===== src/card_event_pkg.sv =====
// constants for the card status-change flag block
// assumes one 10 MHz clock and a byte-wide register port
// Behaviour
// [RULE1] disabled source flag always reads zero
// [RULE2] enabled active flag raises host interrupt
// [RULE3] flags cleared by read or write-one
// [RULE4] global control bit 2 picks clear mode
// [RULE5] flag bits 7 to 4 read zero
// [RULE6] bit 3 set on card-detect change
// [RULE7] memory card: bit 2 on ready rise
// [RULE8] io card: bit 2 reads zero
// [RULE9] memory card: bit 1 on battery low
// [RULE10] io card: bit 1 reads zero
// [RULE11] memory card: bit 0 shows battery dead
// [RULE12] io card with ring: bit 0 ring
// [RULE13] flags at offset 804h, reset zero
// [RULE14] config at offset 805h, rw, reset zero
// [RULE15] config bit 3 enables detect change
// [RULE16] config bit 2 enables ready rise
// [RULE17] card kind bit selects memory or io
// [RULE18] control bit 7 enables ring function
// [RULE19] interrupt held while enabled flag set
package card_event_pkg;

  // ***************************************
  // register map
  // ***************************************
  localparam int ADDR_W = 12;
  localparam int DATA_W = 8;
  localparam logic [ADDR_W-1:0] GEN_CTRL_ADDR = 12'h803;
  localparam logic [ADDR_W-1:0] FLAGS_ADDR = 12'h804;
  localparam logic [ADDR_W-1:0] CONFIG_ADDR = 12'h805;
  localparam logic [ADDR_W-1:0] GLOBAL_ADDR = 12'h81e;
  localparam logic [DATA_W-1:0] GEN_CTRL_RESET = 8'h00;
  localparam logic [DATA_W-1:0] CONFIG_RESET = 8'h00;
  localparam logic CLEAR_MODE_RESET = 1'h0;
  localparam logic [DATA_W-1:0] READ_IDLE = 8'h00;

  // ***************************************
  // field positions
  // ***************************************
  localparam int FLAG_DETECT = 3;
  localparam int FLAG_READY = 2;
  localparam int FLAG_BATTERY = 1;
  localparam int FLAG_DEAD_RING = 0;
  localparam int CFG_DETECT_EN = 3;
  localparam int CFG_READY_EN = 2;
  localparam int CFG_BATTERY_EN = 1;
  localparam int CFG_DEAD_EN = 0;
  localparam int GEN_RING_EN = 7;
  localparam int GEN_CARD_KIND = 5;
  localparam int GLOBAL_CLEAR_MODE = 2;
  localparam logic [2:0] FLAGS_RESET = 3'h0;

  // ***************************************
  // synchroniser lanes and idle levels
  // ***************************************
  localparam int SYNC_W = 6;
  localparam int LANE_DETECT_FIRST = 0;
  localparam int LANE_DETECT_SECOND = 1;
  localparam int LANE_READY = 2;
  localparam int LANE_BATTERY_LOW = 3;
  localparam int LANE_STATUS = 4;
  localparam int LANE_RING = 5;
  localparam logic [SYNC_W-1:0] SYNC_IDLE = 6'h3b;

endpackage


===== src/signal_sync2.sv =====
// two-flop synchroniser for card pins
// assumes asynchronous pins and one destination clock
`timescale 1ns/1ps
module signal_sync2 #(
  parameter int WIDTH = 1,
  parameter logic [WIDTH-1:0] IDLE = '0
) (
  // clock and reset
  input wire logic i_clock,
  input wire logic i_resetn,
  // pins in, synchronised out
  input wire logic [WIDTH-1:0] i_async,
  output logic [WIDTH-1:0] o_sync
);

  logic [WIDTH-1:0] meta_q;

  always_ff @(posedge i_clock or negedge i_resetn) begin
    if (!i_resetn) begin
      meta_q <= IDLE;
      o_sync <= IDLE;
    end else begin
      meta_q <= i_async;
      o_sync <= meta_q;
    end
  end

endmodule


===== src/card_event_flags.sv =====
// card status-change flag and interrupt request logic
// assumes card pins asynchronous, register port on i_clock
`timescale 1ns/1ps
module card_event_flags (
  // clock and reset
  input wire logic i_clock,
  input wire logic i_resetn,
  // register port
  input wire logic [card_event_pkg::ADDR_W-1:0] i_address,
  input wire logic [card_event_pkg::DATA_W-1:0] i_write_data,
  input wire logic i_write_strobe,
  input wire logic i_read_strobe,
  output logic [card_event_pkg::DATA_W-1:0] o_read_data,
  // card pins
  input wire logic i_card_detect_first_n,
  input wire logic i_card_detect_second_n,
  input wire logic i_ready,
  input wire logic i_battery_low_n,
  input wire logic i_card_status_input_n,
  input wire logic i_ring_input_n,
  // host interrupt request
  output logic o_card_event_irq
);

  // ***************************************
  // state
  // ***************************************
  typedef struct packed {
    logic armed_q;
    logic [card_event_pkg::SYNC_W-1:0] prev_q;
    logic [3:1] flags_q;
    logic [card_event_pkg::DATA_W-1:0] gen_ctrl_q;
    logic [card_event_pkg::DATA_W-1:0] config_q;
    logic clear_mode_q;
    logic [card_event_pkg::DATA_W-1:0] read_data_q;
    logic irq_q;
  } state_s;

  state_s q;
  state_s d;
  logic [card_event_pkg::SYNC_W-1:0] pins;
  logic [card_event_pkg::SYNC_W-1:0] sync;
  logic memory_card;
  logic detect_set;
  logic ready_set;
  logic battery_set;
  logic level_bit;
  logic flags_read;
  logic flags_write;
  logic [3:1] set_vec;
  logic [3:1] clear_vec;
  logic [3:1] keep_vec;
  logic [card_event_pkg::DATA_W-1:0] visible;

  // ***************************************
  // pin synchronisers
  // ***************************************
  assign pins = {i_ring_input_n, i_card_status_input_n, i_battery_low_n,
                 i_ready, i_card_detect_second_n, i_card_detect_first_n};

  signal_sync2 #(
    .WIDTH(card_event_pkg::SYNC_W),
    .IDLE(card_event_pkg::SYNC_IDLE)
  ) u_sync (
    .i_clock(i_clock),
    .i_resetn(i_resetn),
    .i_async(pins),
    .o_sync(sync)
  );

  // ***************************************
  // next state
  // ***************************************
  always_comb begin
    d = q;
    d.armed_q = 1'b1;
    d.prev_q = sync;
    memory_card = ~q.gen_ctrl_q[card_event_pkg::GEN_CARD_KIND]; // RULE17
    // sticky event sources
    detect_set = q.armed_q && q.config_q[card_event_pkg::CFG_DETECT_EN] && // RULE15
                 ((sync[card_event_pkg::LANE_DETECT_FIRST] ^ q.prev_q[card_event_pkg::LANE_DETECT_FIRST]) ||
                  (sync[card_event_pkg::LANE_DETECT_SECOND] ^ q.prev_q[card_event_pkg::LANE_DETECT_SECOND])); // RULE6
    ready_set = q.armed_q && memory_card && q.config_q[card_event_pkg::CFG_READY_EN] && // RULE16
                sync[card_event_pkg::LANE_READY] && !q.prev_q[card_event_pkg::LANE_READY]; // RULE7
    battery_set = q.armed_q && memory_card && q.config_q[card_event_pkg::CFG_BATTERY_EN] &&
                  !sync[card_event_pkg::LANE_BATTERY_LOW] && q.prev_q[card_event_pkg::LANE_BATTERY_LOW]; // RULE9
    // bit 0 is a live level
    if (!q.config_q[card_event_pkg::CFG_DEAD_EN]) begin
      level_bit = 1'b0; // RULE1
    end else if (memory_card) begin
      level_bit = ~sync[card_event_pkg::LANE_STATUS]; // RULE11
    end else if (q.gen_ctrl_q[card_event_pkg::GEN_RING_EN]) begin
      level_bit = ~sync[card_event_pkg::LANE_RING]; // RULE12 RULE18
    end else begin
      level_bit = ~sync[card_event_pkg::LANE_STATUS];
    end
    // visible flag byte, reserved bits zero
    visible = card_event_pkg::READ_IDLE; // RULE5
    visible[card_event_pkg::FLAG_DETECT] = q.flags_q[card_event_pkg::FLAG_DETECT] &
                                           q.config_q[card_event_pkg::CFG_DETECT_EN]; // RULE1
    visible[card_event_pkg::FLAG_READY] = q.flags_q[card_event_pkg::FLAG_READY] & memory_card &
                                          q.config_q[card_event_pkg::CFG_READY_EN]; // RULE8
    visible[card_event_pkg::FLAG_BATTERY] = q.flags_q[card_event_pkg::FLAG_BATTERY] & memory_card &
                                            q.config_q[card_event_pkg::CFG_BATTERY_EN]; // RULE10
    visible[card_event_pkg::FLAG_DEAD_RING] = level_bit;
    // clearing: read clears when mode 0, write-one when mode 1
    flags_read = i_read_strobe && (i_address == card_event_pkg::FLAGS_ADDR);
    flags_write = i_write_strobe && (i_address == card_event_pkg::FLAGS_ADDR);
    clear_vec = 3'h0;
    if (flags_read && !q.clear_mode_q) begin
      clear_vec = visible[3:1]; // RULE3 RULE4
    end else if (flags_write && q.clear_mode_q) begin
      clear_vec = i_write_data[3:1]; // RULE3 RULE4
    end
    set_vec = {detect_set, ready_set, battery_set};
    // a disabled source drops its stored flag; an io card also drops the ready and battery flags
    keep_vec = {q.config_q[card_event_pkg::CFG_DETECT_EN],
                memory_card & q.config_q[card_event_pkg::CFG_READY_EN],
                memory_card & q.config_q[card_event_pkg::CFG_BATTERY_EN]};
    d.flags_q = ((q.flags_q & ~clear_vec) | set_vec) & keep_vec; // set wins over clear
    // register writes
    if (i_write_strobe) begin
      if (i_address == card_event_pkg::GEN_CTRL_ADDR) begin
        d.gen_ctrl_q = i_write_data;
      end else if (i_address == card_event_pkg::CONFIG_ADDR) begin
        d.config_q = i_write_data; // RULE14
      end else if (i_address == card_event_pkg::GLOBAL_ADDR) begin
        d.clear_mode_q = i_write_data[card_event_pkg::GLOBAL_CLEAR_MODE];
      end
    end
    // register reads, data in the following cycle only
    d.read_data_q = card_event_pkg::READ_IDLE;
    if (i_read_strobe) begin
      if (i_address == card_event_pkg::GEN_CTRL_ADDR) begin
        d.read_data_q = q.gen_ctrl_q;
      end else if (i_address == card_event_pkg::FLAGS_ADDR) begin
        d.read_data_q = visible; // RULE13
      end else if (i_address == card_event_pkg::CONFIG_ADDR) begin
        d.read_data_q = q.config_q; // RULE14
      end else if (i_address == card_event_pkg::GLOBAL_ADDR) begin
        d.read_data_q[card_event_pkg::GLOBAL_CLEAR_MODE] = q.clear_mode_q;
      end
    end
    // interrupt request follows the enabled flags
    d.irq_q = (|d.flags_q) | level_bit; // RULE2 RULE19
  end

  // ***************************************
  // state register
  // ***************************************
  always_ff @(posedge i_clock or negedge i_resetn) begin
    if (!i_resetn) begin
      q.armed_q <= 1'b0;
      q.prev_q <= card_event_pkg::SYNC_IDLE;
      q.flags_q <= card_event_pkg::FLAGS_RESET; // RULE13
      q.gen_ctrl_q <= card_event_pkg::GEN_CTRL_RESET;
      q.config_q <= card_event_pkg::CONFIG_RESET; // RULE14
      q.clear_mode_q <= card_event_pkg::CLEAR_MODE_RESET;
      q.read_data_q <= card_event_pkg::READ_IDLE;
      q.irq_q <= 1'b0;
    end else begin
      q <= d;
    end
  end

  assign o_read_data = q.read_data_q;
  assign o_card_event_irq = q.irq_q;

  // ***************************************
  // assertions
  // ***************************************
  reserved_bits_zero_a: assert property (@(posedge i_clock) disable iff (!i_resetn) // RULE5
    (i_read_strobe && i_address == card_event_pkg::FLAGS_ADDR) |=> (o_read_data[7:4] == 4'h0))
    else $error("reserved flag bits not zero");

  read_data_idle_a: assert property (@(posedge i_clock) disable iff (!i_resetn)
    !i_read_strobe |=> (o_read_data == 8'h00))
    else $error("read data outside read cycle");

  disabled_detect_zero_a: assert property (@(posedge i_clock) disable iff (!i_resetn) // RULE1
    (i_read_strobe && i_address == card_event_pkg::FLAGS_ADDR &&
     !q.config_q[card_event_pkg::CFG_DETECT_EN]) |=> !o_read_data[card_event_pkg::FLAG_DETECT])
    else $error("disabled detect flag read as one");

  io_card_zero_a: assert property (@(posedge i_clock) disable iff (!i_resetn) // RULE8
    (i_read_strobe && i_address == card_event_pkg::FLAGS_ADDR &&
     q.gen_ctrl_q[card_event_pkg::GEN_CARD_KIND]) |=> (o_read_data[2:1] == 2'h0))
    else $error("io card shows ready or battery flag");

  read_clear_a: assert property (@(posedge i_clock) disable iff (!i_resetn) // RULE3
    (i_read_strobe && i_address == card_event_pkg::FLAGS_ADDR && !q.clear_mode_q && !detect_set)
    |=> !q.flags_q[card_event_pkg::FLAG_DETECT])
    else $error("read did not clear detect flag");

  write_mode_keep_a: assert property (@(posedge i_clock) disable iff (!i_resetn) // RULE4
    (i_read_strobe && i_address == card_event_pkg::FLAGS_ADDR && q.clear_mode_q &&
     q.flags_q[card_event_pkg::FLAG_DETECT] && q.config_q[card_event_pkg::CFG_DETECT_EN] && !i_write_strobe)
    |=> q.flags_q[card_event_pkg::FLAG_DETECT])
    else $error("read cleared flag in write-one mode");

  irq_held_a: assert property (@(posedge i_clock) disable iff (!i_resetn) // RULE19
    (q.flags_q[card_event_pkg::FLAG_DETECT] && q.config_q[card_event_pkg::CFG_DETECT_EN] &&
     !i_read_strobe && !i_write_strobe) |=> o_card_event_irq)
    else $error("interrupt dropped with flag set");

  irq_quiet_a: assert property (@(posedge i_clock) disable iff (!i_resetn) // RULE2
    o_card_event_irq |-> $past(|d.flags_q | level_bit) && (q.flags_q != 3'h0 || $past(level_bit)))
    else $error("interrupt without active flag");

  ready_rise_a: assert property (@(posedge i_clock) disable iff (!i_resetn) // RULE7
    ready_set |=> q.flags_q[card_event_pkg::FLAG_READY])
    else $error("ready rise not latched");

  detect_change_a: assert property (@(posedge i_clock) disable iff (!i_resetn) // RULE6
    ($changed(sync[card_event_pkg::LANE_DETECT_FIRST]) && q.armed_q &&
     q.config_q[card_event_pkg::CFG_DETECT_EN] && $stable(q.config_q))
    |=> q.flags_q[card_event_pkg::FLAG_DETECT])
    else $error("detect change not latched");

  config_write_a: assert property (@(posedge i_clock) disable iff (!i_resetn) // RULE14
    (i_write_strobe && i_address == card_event_pkg::CONFIG_ADDR) |=> (q.config_q == $past(i_write_data)))
    else $error("config write lost");

endmodule


===== config.mk =====
export PLATFORM = sky130hd
export DESIGN_NAME = card_event_flags
export DESIGN_NICKNAME = d
export VERILOG_FILES = /design/src/card_event_pkg.sv /design/src/signal_sync2.sv /design/src/card_event_flags.sv
export SDC_FILE = /design/constraint.sdc
export NUM_CORES = 1
export LEC_CHECK = 0
export BUFFER_PORTS_ARGS = -buffer_cell sky130_fd_sc_hd__buf_2
export CORE_ASPECT_RATIO = 0.8
export CORE_MARGIN = 2
export CORE_UTILIZATION = 38
export CTS_CLUSTER_SIZE = 12
export DETAILED_ROUTE_END_ITERATION = 10
export SYNTH_ARGS = -nofsm -noshare
export SYNTH_HDL_FRONTEND = slang
export SYNTH_SLANG_ARGS = --single-unit
export TNS_END_PERCENT = 5

===== constraint.sdc =====
create_clock -name i_clock -period 1.7 [get_ports i_clock]
set_input_delay 0.17 -clock i_clock [delete_from_list [all_inputs] [get_ports i_clock]]
set_output_delay 0.17 -clock i_clock [all_outputs]
set_load 0.02 [all_outputs]

## Yosys cells after proc, flatten, opt, wreduce, memory -nomap -nowiden

Cells that the tools add are included.

- Register bits after elaboration: 46
- Logic and storage cells: 66
- Input port bits: 30
- Output and inout bits: 9

- Mux-type cells: 12
- Reductions and logical operators: 21
- Bitwise operators: 19
- Eq/ne operators: 4

Operators with widths:

| cell | number |
|---|---|
| $eq A12 B12 Y1 const B | 4 |
| $mux W8 | 3 |
| $logic_and A1 B1 Y1 | 13 |
| $and A1 B1 Y1 | 7 |
| $and A3 B3 Y3 | 2 |
| $mux W3 | 2 |
| $mux W1 | 5 |
| $mux W5 | 1 |
| $not A1 Y1 | 5 |
| $reduce_and A4 Y1 | 1 |
| $logic_not A1 Y1 | 3 |
| $not A3 Y3 | 1 |
| $or A3 B3 Y3 | 1 |
| $reduce_and A3 Y1 | 1 |
| $reduce_or A3 Y1 | 1 |
| $mux W2 | 1 |
| $reduce_and A2 Y1 | 1 |
| $xor A1 B1 Y1 | 2 |
| $logic_or A1 B1 Y1 | 1 |
| $or A1 B1 Y1 | 1 |

## Logic depth before layout (Yosys ltp)

- Word-level depth: 11
- Depth in mapped cells: 5
- Mapped depth without buffers: 4

## Modules after synthesis

A second synthesis with hierarchy kept.

- Cell total of the unflattened synthesis: 141
- Area, all modules: 1,896.8 sq um

Modules (own cells, without submodules):

| module | instances | cells an instance | area each (sq um) | seq. area each (sq um) |
|---|---|---|---|---|
| card_event_flags | 1 | 129 | 1,584.0 | 854.6 |
| signal_sync2 | 1 | 12 | 312.8 | 312.8 |

## Worst setup path after synthesis

OpenSTA, ideal clock, no wires.

- Kind: input to register
- Start: input i_address[9] in the netlist's numbering
- End: register q[18] in the netlist's numbering
- Data required time: 1.575 ns
- Stages on the path: 5
- Data arrival time: 2.077 ns
- Path slack: -0.502 ns
- Library setup time: 0.125 ns
- Buffers on the path: 1
- Cell sequence: or4b_1 > buf_2 > or4_4 > nor3b_4 > mux2_2

- Word-level cells in the longest chain between the ends: 2

Ends and longest elaborated chain:

| what | RTL line | text |
|---|---|---|
| start: declaration | card_event_flags.sv:9 | `input wire logic [card_event_pkg::ADDR_W-1:0] i_address,` |
| $eq A12 B12 Y1 | card_event_flags.sv:123 | `if (i_address == card_event_pkg::GEN_CTRL_ADDR) begin` |
| $reduce_and A2 Y1 (no source line) | - |  |
| end: declaration | card_event_flags.sv:39 | `state_s q;` |

No other way between the ends.
A chain may end at the register's enable or synchronous reset.

## Worst setup path after layout

- Start: input i_address[10] in the netlist's numbering
- End: register q[21] in the netlist's numbering

Same word-level chain as after synthesis.

==> summary.md <==
| Metric | Value |
|---|---|
| Post-Syn Nets | `around 170` |
| Remaining global-route overflow | `0` |
| All-Layer GR Usage | `0.174` |
| CTS Buf Count | `5` |
| Clock Tree Root | `clkbuf_8` |
| Die width | `82.7 µm` |
| Routed WL | `4.11 mm` |
| Area after DPL | `0.00223 mm²` |
| Core area | `0.00468 mm²` |
| Largest net degree at the start of global routing | `25` |
| 1st-pass router iterations | `4` |
| RSZ-0062 raised after global routing | `yes` |
| Filler cells | `about 420` |
| Hold WC Path Type | `in2reg` |
| Netlist cell types | `40` |
| Worst-margin pin slew | `0.582 ns` |
| Syn Inst Count | `141` |
| Initial antenna violation count | `0` |
| Failing checks | `setup timing` |
| Synth Flop Type | `dfrtp_1` |
| Final Cycle Share | `1.04` |
| Final instance area | `0.00248 mm²` |
| Final std cells w/o fill | `~260` |
| Clock-pin slew on the worst setup and hold paths | `about 0.09 ns` |
| Leak pwr | `0.00118 µW` |
| Post-synth top area share | `0.438` |
| Final Wtd Congestion | `0.857` |
| CP max FO | `8` |
| Cell Area, Synth | `0.00188 mm²` |
| Final min period | `1.78 ns` |
| Startpoint types | `input port` |
| CTS tree | `yes` |
| Placed cells | `roughly 250` |
| Top cells by area, synth | `dfrtp_1 44%, dfstp_2 18%, mux2_2 9.6%` |
| # DRC | `0` |
| Area Overhead vs Synth | `31.7%` |
| CP Data Required Time | `around 1.9 ns` |
| Total Nets Final | `231` |
| FF+latch count, synth | `46` |
| DP HPWL | `2.96 mm` |
| Clock tree buffer depth | `2` |
| Die Y | `roughly 67 µm` |
| Layout cell share with drive strength beyond 1 | `0.510` |
| Synth area leader | `dfrtp_1` |
| Final setup margin | `-0.0763 ns` |
| FMAX | `0.563 GHz` |
| Setup-failing EPs final | `8` |
| Detailed Route Iter0 Violations | `148` |
| Die area | `~0.0055 mm²` |
| Multi-input gate area | `694 µm²` |
| Ys async rst share | `1.00` |
| Drt wl/cell | `15.7 µm` |
| Worst skew pair latency | `0.29 ns` |
| Hold Crit Depth | `2` |
| Clock Skew | `0.00753 ns` |
| H-tree levels | `2` |
| Final hold slack | `0.121 ns` |
| First-pass GRT wire length | `6.97 mm` |
| Vias in the first global route | `1379` |
| Tot Pwr | `1950 µW` |
| EDFF count, synth | `0` |
| ANT nets after route | `0` |
| Outcome | `finished with violations` |
| Port Buffers | `38` |
| Final hold vios | `0` |
| PwrDens | `787 mW/mm²` |
| Via/cell ratio | `slightly above 5` |
| Vias after detailed routing | `roughly 1300` |
| Diode count | `0` |
| Worst VDD drop | `0.000619 V` |
| Clk sinks | `46` |
| Synth cell count leaders | `33 x dfrtp_1, 16 x mux2_2, 13 x dfstp_2` |
| Register area share after synthesis | `0.620` |
| WS Path Type | `in2reg` |
| R2r worst-path depth | `4` |
| Initial Utilization | `0.403` |
| Warnings, synthesis | `0` |
| I/O Pins | `39` |
| Max Transition Viols Final | `0` |
| Syn_area_per_cell | `13.4 µm²` |
| Storage element area | `between 0.001 and 0.0015 mm²` |
| Worst slew margin | `0.609` |
| Num rows | `22` |
| Worst Path Arrival | `1.96 ns` |
| Most numerous cell in the Yosys netlist | `dfrtp_1` |
| Critical path endpoint category | `register` |
| Max-cap violations | `0` |
==> metrics by stage <==
stage | setup WS (ns) | setup TNS, ns | utilization
floorplan | -0.483 | -6.84 | -
global placement | -0.472 | -9.19 | 0.477
detailed placement | -0.529 | -10.00 | 0.477
CTS | -0.0923 | -0.699 | 0.527
global route | -0.0855 | -0.661 | 0.530
finish | -0.0763 | -0.539 | 0.530
==> area by class of cell <==
class	count	share of cell area
clock buffer	6	0.0333
sequential	46	0.470
multi-input combinational	81	0.280
clock inverter	2	0.00504
tap	60	0.0303
timing repair buffer	63	0.175
inverter	4	0.00605
==> metal layers <==
metal / wire length [µm] / vias up / GRT usage
met5: 0 / - / 0
met4: 40 / 0 / 0.0430
met3: 254 / 6 / 0.0528
met2: 1950 / 38 / 0.270
met1: 1870 / 652 / 0.237
li1: - / 629 / -
==> repair_timing <==
action,in CTS,in global routing
gates resized for setup,16,2
setup endpoints to repair,18,14
hold buffers,7,0
pin swaps,5,1
setup buffers,1,0
endpoints found under the hold margin,21,0
==> critical path, stage by stage <==
cell and delay (ns):
buf_6 0.09, or4b_4 0.54, or4_4 0.44, nor3b_4 0.24, buf_12 0.17, mux2_4 0.31
==> final timing paths <==
kind / from / endpoint / slack, ns
setup reg to reg: q[23] / o_read_data[0] / 0.18
hold reg to reg: u_sync.meta_q[2] / u_sync.o_sync[2] / 0.35
min in group asynchronous: i_resetn / q[18] / 0.39
hold / removal: i_write_data[6] / q[24] / 0.12
max in group asynchronous: i_resetn / u_sync.meta_q[0] / 0.72
setup / recovery: i_address[10] / q[21] / -0.08
==> registers in the layout (all words and copies together), names as in the netlist <==
name	cells
o_card_event_irq	1
u_sync.o_sync	6
u_sync.meta_q	6
keep_vec	1
o_read_data	8
q	24
==> where the power goes <==
group / total, µW / switching (µW) / leakage [µW] / internal, µW
sequential: 1140 / 10.2 / 0.000588 / 1130
combinational: 135 / 66.9 / 0.000540 / 67.8
clock: 680 / 353 / 0.0000472 / 327
==> cells by family after synthesis <==
group                  share of synthesized area
AO/OA/AOI/OAI                             0.0883
XOR/XNOR                                 0.00930
buffers and inverters                     0.0445
flip-flops                                 0.620
multiplexers                               0.102
other                                    0.00199
AND/OR/NAND/NOR                            0.135
==> cell usage in the layout (no fill, tap or decap), drive strengths merged, types with 3 or more instances in the layout <==
master,Yosys,routed
a21oi,4,4
a22oi,4,4
buf,9,56
clkbuf,1,6
dfrtp,33,33
dfstp,13,13
dlygate4sd3,0,7
inv,4,4
mux2,17,17
nand2,8,8
nand4b,3,3
nor2,7,7
nor2b,3,3
nor4,4,4
o2111ai,3,3
Power figures use the tool's default switching activity.
